[src/core/txrxp_pkg.sv]
// Package: register offsets, reset values and field positions for the descriptor pointer block
package txrxp_pkg;
  // Register offsets on the plain register port
  localparam logic [4:0] TXRXP_OFF_TX_UPPER   = 5'h00;
  localparam logic [4:0] TXRXP_OFF_TX_CURRENT = 5'h01;
  localparam logic [4:0] TXRXP_OFF_RX_UPPER   = 5'h02;
  localparam logic [4:0] TXRXP_OFF_RX_CURRENT = 5'h03;
  localparam logic [4:0] TXRXP_OFF_EOB_COUNT  = 5'h04;
  localparam logic [4:0] TXRXP_OFF_RES_UPPER  = 5'h05;
  localparam logic [4:0] TXRXP_OFF_RES_START  = 5'h06;
  localparam logic [4:0] TXRXP_OFF_RES_END    = 5'h07;
  localparam logic [4:0] TXRXP_OFF_RES_READ   = 5'h08;
  localparam logic [4:0] TXRXP_OFF_RES_WRITE  = 5'h09;
  localparam logic [4:0] TXRXP_OFF_SEQUENCE   = 5'h0a;
  localparam logic [4:0] TXRXP_OFF_STATUS     = 5'h0b;
  // Reset values
  localparam logic [15:0] TXRXP_EOB_RESET     = 16'h02f8;
  localparam logic [15:0] TXRXP_SEQ_RESET     = 16'h0000;
  localparam logic [15:0] TXRXP_ZERO16        = 16'h0000;
  // Field positions
  localparam int TXRXP_LIST_END_BIT  = 0;
  localparam int TXRXP_ALIGN_BIT     = 1;
  localparam int TXRXP_BUF_SEQ_LSB   = 8;
  localparam int TXRXP_PKT_SEQ_LSB   = 0;
  // Mask that clears the unused address bit 0 of the resource registers
  localparam logic [15:0] TXRXP_RES_MASK = 16'hfffe;
  // Step for the resource read pointer, one descriptor of four words
  localparam logic [15:0] TXRXP_RES_STEP = 16'h0008;
endpackage

[src/core/txrxp_pointers.sv]
// Descriptor pointer and count registers for the network controller's DMA
// What this block does
// - Transmit descriptor address is upper register on 31:16, current on 15:1.
// - Each descriptor area spans up to 32k words, anywhere in memory.
// - Bit 0 of current descriptor registers marks end of the list.
// - Soft reset clears only sequencer, latched word count and flags; hard reset also loads threshold and sequence and clears read data.
// - Receive descriptor address joins upper and current receive registers.
// - Threshold at or below remaining words keeps next packet in area.
// - Threshold above remaining words sets last-packet flag, fetches resource.
// - Hardware reset loads threshold with 02f8, 760 words.
// - Resource addresses join upper resource register with a lower pointer.
// - Resource start, end, read and write registers store bits 15:1; bit 0 reads zero.
// - Start and end bound area; read and write pointers mark fetch, append.
// - Sequence register holds area count 15:8 and packet count 7:0.
// - Packet count increments once per received packet.
// - Moving to next area clears packet count, increments area count.
// - Sequence becomes zero on hardware reset or zero write.
`timescale 1ns/1ps
module txrxp_pointers (
  input  wire logic        core_clk,
  input  wire logic        reset,
  input  wire logic        soft_reset,
  input  wire logic [4:0]  reg_addr,
  input  wire logic [15:0] reg_wdata,
  input  wire logic        reg_wr,
  input  wire logic        reg_rd,
  output logic      [15:0] reg_rdata,
  input  wire logic        pkt_received,
  input  wire logic [15:0] remaining_buffer_words,
  input  wire logic        tx_desc_advance,
  input  wire logic [15:0] tx_desc_next,
  input  wire logic        rx_desc_advance,
  input  wire logic [15:0] rx_desc_next,
  input  wire logic        resource_fetched,
  input  wire logic [1:0]  resource_sel,
  output logic      [31:0] tx_desc_addr,
  output logic             tx_list_end,
  output logic      [31:0] rx_desc_addr,
  output logic             rx_list_end,
  output logic      [31:0] resource_addr,
  output logic             last_packet_in_buffer_flag,
  output logic             fetch_resource,
  output logic             resource_empty
);
  ////////////////////////////////////////////////////////////////////////
  // Functions and state
  ////////////////////////////////////////////////////////////////////////

  // Join an upper half and a lower half into a word address, bit 0 forced low
  function automatic logic [31:0] txrxp_join(input logic [15:0] upper,
                                             input logic [15:0] lower);
    txrxp_join = {upper, lower[15:1], 1'b0};
  endfunction

  // Keep only bits 15:1 of a resource register
  function automatic logic [15:0] txrxp_res(input logic [15:0] value);
    txrxp_res = value & txrxp_pkg::TXRXP_RES_MASK;
  endfunction

  typedef enum logic [2:0] {
    TXRXP_IDLE  = 3'b001,
    TXRXP_CHECK = 3'b010,
    TXRXP_FETCH = 3'b100
  } txrxp_state_type;

  logic [15:0]     tx_upper_r;
  logic [15:0]     tx_current_r;
  logic [15:0]     rx_upper_r;
  logic [15:0]     rx_current_r;
  logic [15:0]     eob_count_r;
  logic [15:0]     res_upper_r;
  logic [15:0]     res_start_r;
  logic [15:0]     res_end_r;
  logic [15:0]     res_read_r;
  logic [15:0]     res_write_r;
  logic [15:0]     remain_r;
  logic            last_pkt_r;
  logic            fetch_r;
  logic [15:0]     rdata_r;
  txrxp_state_type state_r;
  txrxp_state_type state_nxt;
  logic [15:0]     seq_value;
  logic [15:0]     res_lower;
  logic [15:0]     res_read_nxt;
  logic [15:0]     rdata_nxt;
  logic            keep_area;
  logic            next_area;
  logic            seq_wr;
  logic            wr_tx_upper;
  logic            wr_tx_current;
  logic            wr_rx_upper;
  logic            wr_rx_current;
  logic            wr_eob;
  logic            wr_res_upper;
  logic            wr_res_start;
  logic            wr_res_end;
  logic            wr_res_read;
  logic            wr_res_write;

  ////////////////////////////////////////////////////////////////////////
  // Write decode
  ////////////////////////////////////////////////////////////////////////

  // One strobe per register from the plain write port
  assign wr_tx_upper   = reg_wr && (reg_addr == txrxp_pkg::TXRXP_OFF_TX_UPPER);
  assign wr_tx_current = reg_wr && (reg_addr == txrxp_pkg::TXRXP_OFF_TX_CURRENT);
  assign wr_rx_upper   = reg_wr && (reg_addr == txrxp_pkg::TXRXP_OFF_RX_UPPER);
  assign wr_rx_current = reg_wr && (reg_addr == txrxp_pkg::TXRXP_OFF_RX_CURRENT);
  assign wr_eob        = reg_wr && (reg_addr == txrxp_pkg::TXRXP_OFF_EOB_COUNT);
  assign wr_res_upper  = reg_wr && (reg_addr == txrxp_pkg::TXRXP_OFF_RES_UPPER);
  assign wr_res_start  = reg_wr && (reg_addr == txrxp_pkg::TXRXP_OFF_RES_START);
  assign wr_res_end    = reg_wr && (reg_addr == txrxp_pkg::TXRXP_OFF_RES_END);
  assign wr_res_read   = reg_wr && (reg_addr == txrxp_pkg::TXRXP_OFF_RES_READ);
  assign wr_res_write  = reg_wr && (reg_addr == txrxp_pkg::TXRXP_OFF_RES_WRITE);
  assign seq_wr        = reg_wr && (reg_addr == txrxp_pkg::TXRXP_OFF_SEQUENCE);

  ////////////////////////////////////////////////////////////////////////
  // Address registers
  ////////////////////////////////////////////////////////////////////////

  // Descriptor addresses hold through both resets; the DMA may advance them
  always_ff @(posedge core_clk) begin
    if (wr_tx_upper) tx_upper_r <= reg_wdata;
    if (wr_tx_current) tx_current_r <= reg_wdata;
    else if (tx_desc_advance) tx_current_r <= tx_desc_next;
    if (wr_rx_upper) rx_upper_r <= reg_wdata;
    if (wr_rx_current) rx_current_r <= reg_wdata;
    else if (rx_desc_advance) rx_current_r <= rx_desc_next;
    if (wr_res_upper) res_upper_r <= reg_wdata;
  end

  // Resource bounds and pointers keep bits 15:1 only
  always_ff @(posedge core_clk) begin
    if (wr_res_start) res_start_r <= txrxp_res(reg_wdata);
    if (wr_res_end) res_end_r <= txrxp_res(reg_wdata);
    if (wr_res_write) res_write_r <= txrxp_res(reg_wdata);
    if (wr_res_read) res_read_r <= txrxp_res(reg_wdata);
    else if (resource_fetched) res_read_r <= res_read_nxt;
  end

  // Threshold: hardware reset loads the default, soft reset leaves it
  always_ff @(posedge core_clk) begin
    if (reset) eob_count_r <= txrxp_pkg::TXRXP_EOB_RESET;
    else if (wr_eob) eob_count_r <= reg_wdata;
  end

  ////////////////////////////////////////////////////////////////////////
  // Address formation
  ////////////////////////////////////////////////////////////////////////

  // Read pointer steps one descriptor and wraps from end back to start
  assign res_read_nxt = ((res_read_r + txrxp_pkg::TXRXP_RES_STEP) == res_end_r) ?
                        res_start_r : res_read_r + txrxp_pkg::TXRXP_RES_STEP;

  // Lower half of the resource address chosen by the DMA
  assign res_lower = (resource_sel == 2'h0) ? res_start_r :
                     (resource_sel == 2'h1) ? res_end_r :
                     (resource_sel == 2'h2) ? res_read_r : res_write_r;

  // Full 32-bit addresses; areas of 32k words anywhere in memory
  assign tx_desc_addr  = txrxp_join(tx_upper_r, tx_current_r);
  assign rx_desc_addr  = txrxp_join(rx_upper_r, rx_current_r);
  assign resource_addr = txrxp_join(res_upper_r, res_lower);
  assign tx_list_end   = tx_current_r[txrxp_pkg::TXRXP_LIST_END_BIT];
  assign rx_list_end   = rx_current_r[txrxp_pkg::TXRXP_LIST_END_BIT];
  // Pointers equal means no descriptor left to fetch
  assign resource_empty = (res_read_r == res_write_r);

  ////////////////////////////////////////////////////////////////////////
  // End-of-packet decision
  ////////////////////////////////////////////////////////////////////////

  // Compare threshold against words left after the packet
  assign keep_area = (eob_count_r <= remain_r);
  assign next_area = (state_r == TXRXP_CHECK) && !keep_area;

  // Next-state selection for the decision sequence
  always_comb begin
    state_nxt = state_r;
    case (state_r)
      TXRXP_IDLE: begin
        if (pkt_received) state_nxt = TXRXP_CHECK;
      end
      TXRXP_CHECK: begin
        state_nxt = keep_area ? TXRXP_IDLE : TXRXP_FETCH;
      end
      TXRXP_FETCH: begin
        state_nxt = TXRXP_IDLE;
      end
      default: begin
        state_nxt = TXRXP_IDLE;
      end
    endcase
  end

  // Sequencer state, latched word count and flags
  always_ff @(posedge core_clk) begin
    if (reset || soft_reset) begin
      state_r    <= TXRXP_IDLE;
      last_pkt_r <= 1'b0;
      fetch_r    <= 1'b0;
      remain_r   <= txrxp_pkg::TXRXP_ZERO16;
    end else begin
      state_r    <= state_nxt;
      fetch_r    <= next_area;
      if (pkt_received) remain_r <= remaining_buffer_words;
      if (next_area) last_pkt_r <= 1'b1;
      else if (pkt_received) last_pkt_r <= 1'b0;
    end
  end

  assign last_packet_in_buffer_flag = last_pkt_r;
  assign fetch_resource             = fetch_r;

  ////////////////////////////////////////////////////////////////////////
  // Sequence counters
  ////////////////////////////////////////////////////////////////////////

  // Packet and area counters; soft reset has no effect on them
  txrxp_seq_count u_seq (
    .core_clk  (core_clk),
    .reset     (reset),
    .wr_en     (seq_wr),
    .wr_data   (reg_wdata),
    .pkt_done  (pkt_received),
    .next_area (next_area),
    .seq_value (seq_value)
  );

  ////////////////////////////////////////////////////////////////////////
  // Read path
  ////////////////////////////////////////////////////////////////////////

  // Read mux; unmapped offsets read zero
  always_comb begin
    case (reg_addr)
      txrxp_pkg::TXRXP_OFF_TX_UPPER:   rdata_nxt = tx_upper_r;
      txrxp_pkg::TXRXP_OFF_TX_CURRENT: rdata_nxt = tx_current_r;
      txrxp_pkg::TXRXP_OFF_RX_UPPER:   rdata_nxt = rx_upper_r;
      txrxp_pkg::TXRXP_OFF_RX_CURRENT: rdata_nxt = rx_current_r;
      txrxp_pkg::TXRXP_OFF_EOB_COUNT:  rdata_nxt = eob_count_r;
      txrxp_pkg::TXRXP_OFF_RES_UPPER:  rdata_nxt = res_upper_r;
      txrxp_pkg::TXRXP_OFF_RES_START:  rdata_nxt = res_start_r;
      txrxp_pkg::TXRXP_OFF_RES_END:    rdata_nxt = res_end_r;
      txrxp_pkg::TXRXP_OFF_RES_READ:   rdata_nxt = res_read_r;
      txrxp_pkg::TXRXP_OFF_RES_WRITE:  rdata_nxt = res_write_r;
      txrxp_pkg::TXRXP_OFF_SEQUENCE:   rdata_nxt = seq_value;
      txrxp_pkg::TXRXP_OFF_STATUS:     rdata_nxt = {13'h0000, resource_empty,
                                                    fetch_r, last_pkt_r};
      default:                         rdata_nxt = txrxp_pkg::TXRXP_ZERO16;
    endcase
  end

  // Read data stands in the cycle after the read strobe only
  always_ff @(posedge core_clk) begin
    if (reset) rdata_r <= txrxp_pkg::TXRXP_ZERO16;
    else if (reg_rd) rdata_r <= rdata_nxt;
    else rdata_r <= txrxp_pkg::TXRXP_ZERO16;
  end

  assign reg_rdata = rdata_r;
endmodule

[src/core/txrxp_seq_count.sv]
// Receive sequence counter: buffer-area and packet counters, each modulo 256
`timescale 1ns/1ps
module txrxp_seq_count (
  input  wire logic        core_clk,
  input  wire logic        reset,
  input  wire logic        wr_en,
  input  wire logic [15:0] wr_data,
  input  wire logic        pkt_done,
  input  wire logic        next_area,
  output logic      [15:0] seq_value
);
  logic [7:0] buf_seq_r;
  logic [7:0] pkt_seq_r;
  logic [7:0] buf_seq_nxt;
  logic [7:0] pkt_seq_nxt;

  // Moving to a new area clears packet count and bumps area count
  assign buf_seq_nxt = next_area ? buf_seq_r + 8'h01 : buf_seq_r;
  assign pkt_seq_nxt = next_area ? 8'h00 :
                       (pkt_done ? pkt_seq_r + 8'h01 : pkt_seq_r);

  // Hardware reset or a write loads the counters; hardware events win over the write
  always_ff @(posedge core_clk) begin
    if (reset) begin
      buf_seq_r <= txrxp_pkg::TXRXP_SEQ_RESET[15:8];
      pkt_seq_r <= txrxp_pkg::TXRXP_SEQ_RESET[7:0];
    end else if (wr_en && !(pkt_done || next_area)) begin
      buf_seq_r <= wr_data[15:8];
      pkt_seq_r <= wr_data[7:0];
    end else begin
      buf_seq_r <= buf_seq_nxt;
      pkt_seq_r <= pkt_seq_nxt;
    end
  end

  assign seq_value = {buf_seq_r, pkt_seq_r};
endmodule

[config.mk]
export PLATFORM = sky130hd
export DESIGN_NAME = txrxp_pointers
export DESIGN_NICKNAME = d
export VERILOG_FILES = /design/src/core/txrxp_pkg.sv /design/src/core/txrxp_pointers.sv /design/src/core/txrxp_seq_count.sv
export SDC_FILE = /design/constraint.sdc
export NUM_CORES = 1
export LEC_CHECK = 0
export ABC_AREA = 0
export BUFFER_PORTS_ARGS = -buffer_cell sky130_fd_sc_hd__buf_2
export CORE_ASPECT_RATIO = 1.2
export CORE_MARGIN = 2
export CORE_UTILIZATION = 35
export DETAILED_ROUTE_END_ITERATION = 10
export PLACE_DENSITY = 0.55
export SYNTH_ARGS = -nofsm -noshare
export SYNTH_HDL_FRONTEND = slang
export SYNTH_SLANG_ARGS = --single-unit
[constraint.sdc]
create_clock -name core_clk -period 6.8 [get_ports core_clk]
set_input_delay 0 -clock core_clk [delete_from_list [all_inputs] [get_ports core_clk]]
set_output_delay 0 -clock core_clk [all_outputs]
set_load 0.02 [all_outputs]
# == After elaboration in Yosys (flattened, before gate mapping) ==
# Cells that the tools add are included.
# word_totals
out_inout_bits,117
elab_cells,88
regBits,210
inputBits,80
# classes
order_cmp,1
n_reduce_logical,26
n_eq_ne,18
n_mux,21
add_sub_neg,3
n_bitwise,1
# ops
operator,n
$pmux 16 s12,1
$mux 16,10
$mux 8,5
$eq 16x16->1,2
$eq 5x3->1 const B,4
$eq 5x4->1 const B,4
$add 16x4->16 const B,1
$add 8x1->8 const B,2
$le 16x16->1,1
$logic_and 1x1->1,13
$eq 5x2->1 const B,2
$reduce_bool 2->1,5
$mux 3,2
$pmux 3 s2,1
$eq 5x1->1 const B,1
$logic_not 5->1,1
$eq 3x1->1 const B,1
$eq 3x2->1 const B,1
$reduce_bool 3->1,1
$eq 2x1->1 const B,1
$eq 2x2->1 const B,1
$logic_not 1->1,2
$logic_not 2->1,1
$logic_or 1x1->1,2
4 further kinds,5

# == Depth between registers and ports, before layout ==
# depth
ltp_word,7
mapped_depth,11
depth_no_buf,9

# == Hierarchy ==
# A second synthesis with hierarchy kept.
# unflattened
hier_cells,868
hier_area_um2,10284.9
# modules_own_cells
module,area_each_um2,cells_per_inst,instances,seq_area_each_um2
txrxp_pointers,9342.7,757,1,5285.1
txrxp_seq_count,942.2,111,1,320.3

# == Worst setup path after synthesis ==
# OpenSTA, ideal clock, no wires.
# synth_path
kind,register to register
startpoint,register res_read_r[6]
endpoint,"register res_read_r[4], data pin"
path_stages_with_launch,10
n_path_buf,3
arrival_ns,2.132
setup_slack_ns,4.403
required_ns,6.535
period_less_slack_ns,2.397
setup_time_ns,0.265
cell_sequence,edfxtp_1 > buf_6 > and4_4 > buf_6 > and4_4 > nor4_4 > o2111ai_2 > nor4_4 > buf_6 > o211ai_1
# synth_between
elab_chain_cells,5
# synth_rtl
item,line_no,text
"start, declared",txrxp_pointers.sv:74,logic [15:0] res_read_r;
"start signal, assigned",txrxp_pointers.sv:137,if (wr_res_read) res_read_r <= txrxp_res(reg_wdata);
"start signal, assigned",txrxp_pointers.sv:138,else if (resource_fetched) res_read_r <= res_read_nxt;
$add 16x4->16,txrxp_pointers.sv:152,assign res_read_nxt = ((res_read_r + txrxp_pkg::TXRXP_RES_STEP) == res_end_r) ?
$eq 16x16->1,txrxp_pointers.sv:152,
$mux 16,txrxp_pointers.sv:152,
$mux 16,txrxp_pointers.sv:138,
$mux 16,txrxp_pointers.sv:137,
# No other way between the ends. The select of a mux whose other input is x is not followed.
# A chain may end at the register's enable or synchronous reset.

==> metrics.txt <==
Final TNS setup=0 ns; Post-Route WL=36.62 mm; Die Span Y=slightly below 200 um; reg2reg setup slack=3.43 ns; Reg2Reg Depth=9; status=completed; Synth area leader=edfxtp_1; Yosys cell types=65; area delta synth->final=24.54%; Post-synth EDFFs=140; sequential fraction of the synthesis area=53.70%; total grt overflow=0; most frequent CP cell=nand2_1; Worst-Margin Slew=1.107 ns; Initial Util=35.35%; Routability Congestion=0.9096; row cnt=69; Async S/R FF share, synth=0%; Fmax=296.3 MHz; Hold Vio Cnt, Final=0; P per Cell Area=between 200 and 250 mW/mm^2; reg2reg end=res_read_r[2]; Peak VDD IR=122.1 uV; prevailing post-synth register cell=edfxtp_1; top-area cell type share of the netlist area=40.28%; DR WL met3=between 2 and 2.5 mm; synthesized instance count=872; Final setup viols=0; Final HPWL DP=25.95 mm; area of the core=0.02953 mm^2; Die ar.=0.03122 mm^2; critical path peak fanout=15; FF+latch count, synth=210; CTS Buf Count=23; CP Class=reg2reg; register clock-pin slew on the reported worst setup and hold paths=~0.060 ns; fraction of layout cells with a size suffix above 1=between 20% and 30%; TritonCTS clock tree=built; critical path, cell by cell=ha_1 > nand3_2 > nor2_1 > xnor3_4 > o211ai_1 > nor4_4 > buf_4 > nand2_1 > nand2_1; detailed-route vias per instance=5.529; Synth area leaders=edfxtp_1 40%, dfxtp_1 13%, mux2_2 3.9%; clock root buffer master=clkbuf_16; CTS resizes=0; ANT nets after route=0; CTS Buffer Depth=3; 1st-iter DRT viols=728; Max-Cap Viols=0; hold path start=reg_addr[0]; fillers=2835; cell family with most CP delay=simple AND/OR/NAND/NOR gates; area of the multi-input gates=0.004350 mm^2; pins over their slew limit=0; CP max stage delay=about 0.73 ns; Clock Latency Late Sink=0.53 ns; Slew Limit Headroom=26.18%; Synth Cell Area=0.01044 mm^2; Crit path arrival time=between 3 and 4 ns; CP max stage cell=nor4_4; DP Cell Count=1409; Seq. cell area=0.005605 mm^2; Boundary Pins=197; Pre-antenna DRT Iters=5; crit path launch type=register; leakage=4.777 nW; Setup Skew=0.02406 ns; wire per inst=about 24 um; first-pass GRT wire length=52.96 mm; H-tree levels=1; WHS Path Cells=5; routed wl met2=about 18 mm; drt drc=0; vias in the first global route=between 8000 and 9000; highest routed layer=met4; Hold EP=reg_rdata[2]; RSZ-0062 raised after global routing=no; CP bufs+invs=1; period utilization=between 40 and 50%; HP Class=in2reg; All-Layer GR Usage=approximately 23%; Final Critical Period=3.374 ns; clk sinks=210; Port Buffer Count=~190; Reg2Reg Launch Point=res_read_r[3]; Hold WS=0.04373 ns; final core occ=approximately 44%; initial antenna violation count=0; NumNets Final=about 1200; DIE WIDTH=161.6 um; critical path required time=7.04 ns; crit path capture type=register; Post-Layout Cell Count=1516; Avg Cell Area, Syn=11.97 um^2; synth warn=0; largest net degree at the start of global routing=37; via count=around 8400; # diodes=0; wire length on met1=15.23 mm
timing repair:
item                      in CTS  in global routing
buffers inserted               0                  0
hold endpoints to repair     170                  0
hold buffers                  65                  0
synthesized netlist by cell type (all sizes together) (6+ instances only):
| cell type | count |
|---|---|
| a21oi | 40 |
| and2 | 12 |
| nor2 | 50 |
| nand4 | 22 |
| a222oi | 15 |
| edfxtp | 140 |
| a221oi | 10 |
| nand2 | 78 |
| nand3b | 6 |
| mux2i | 17 |
| o211ai | 18 |
| a22oi | 45 |
| ha | 19 |
| mux4 | 15 |
| clkbuf | 47 |
| and4 | 9 |
| a31oi | 12 |
| nand3 | 44 |
| a21o | 6 |
| dfxtp | 70 |
| and3 | 13 |
| xnor2 | 32 |
| buf | 18 |
| xor2 | 13 |
| nand2b | 11 |
| a22o | 10 |
| mux2 | 36 |
| inv | 18 |
per-stage QoR:
| step | area (um^2) | power (mW) | worst slack (ns) |
|---|---|---|---|
| 5_1_grt | 13000 | 3.074 | 3.199 |
| 4_1_cts | 13000 | 3.004 | 3.423 |
| 6_report | 13000 | 2.986 | 3.426 |
| 3_3_place_gp | 11600 | 1.741 | 3.448 |
| 2_1_floorplan | 10450 | 1.626 | 4.403 |
| 3_5_place_dp | 11600 | 1.741 | 3.460 |
state kept, by name, summed over array words and instances (netlist names), 15 cells and up:
| register | count |
|---|---|
| res_end_r | 15 |
| res_upper_r | 16 |
| eob_count_r | 16 |
| remain_r | 16 |
| rx_upper_r | 16 |
| res_write_r | 15 |
| res_start_r | 15 |
| tx_current_r | 16 |
| tx_upper_r | 16 |
| rx_current_r | 16 |
| res_read_r | 16 |
| reg_rdata | 16 |
worst register-to-register path: stages, from the launching register on:
cell	delay, ns
edfxtp_1	0.56
ha_1	0.29
nand3_2	0.18
nor2_1	0.33
xnor3_4	0.27
o211ai_1	0.12
nor4_4	0.73
buf_4	0.35
nand2_1	0.12
nand2_1	0.14
power breakdown:
group	internal, mW	switching [mW]
registers	1.40	0.0447
clock network	0.722	0.520
logic	0.127	0.169
total	2.25	0.733
cell usage in the layout (no fill, tap or decap), drive strengths merged, types with 6 or more instances in the layout:
master       instances
nand3b               6
a21o                 6
nand4               22
ha                  19
clkbuf              34
xor2                13
nand2               78
nor2                50
and3                13
and4                 9
a21oi               40
a22o                10
a22oi               45
dfxtp               70
xnor2               32
nand2b              11
mux2i               17
a222oi              15
and2                12
inv                 19
nand3               44
dlygate4sd3         65
mux4                15
o211ai              18
buf                210
mux2                36
a221oi              10
a31oi               12
edfxtp             140
routing by layer:
| metal | vias up | global-route usage (%) |
|---|---|---|
| met3 | 48 | 2.888 |
| met4 | 0 | 7.454 |
| met2 | 344 | 38.84 |
| li1 | 3801 | - |
| met5 | - | 0 |
| met1 | 4189 | 30.23 |
worst max-delay path by stage:
stage                             start  depth (start not counted)  slack [ns]             to
after floorplan           res_read_r[6]                          9        4.40  res_read_r[4]
after global placement    res_read_r[3]                          9        3.45  res_read_r[2]
after detailed placement  res_read_r[3]                          9        3.46  res_read_r[2]
after CTS                 res_read_r[3]                          9        3.42  res_read_r[2]
after global routing      res_read_r[3]                          9        3.20  res_read_r[2]
final                     res_read_r[3]                          9        3.43  res_read_r[2]
layout make-up:
class | instances | share of cell area [%]
multi-input cells | 581 | 33.47
inverters | 18 | 0.5198
repair buffers | 275 | 13.42
flip-flops and latches | 210 | 43.12
well taps | 390 | 3.754
clock buffers | 34 | 5.150
clock inverters | 8 | 0.5679
cells by family (layout without fill, tap and decap cells):
logic type	after synthesis	count (layout)	share of synthesized area [%]
xor gates and xnor gates	47	47	4.256
buffers and inverters	83	335	4.735
DFF	210	210	53.70
other	1	3	0.03593
and+or+nand+nor	273	273	13.99
AOI/OAI and AO/OA	171	171	12.22
muxes	68	68	8.787
adders and majority gates	19	19	2.278
(Power assumes the default switching activity.)
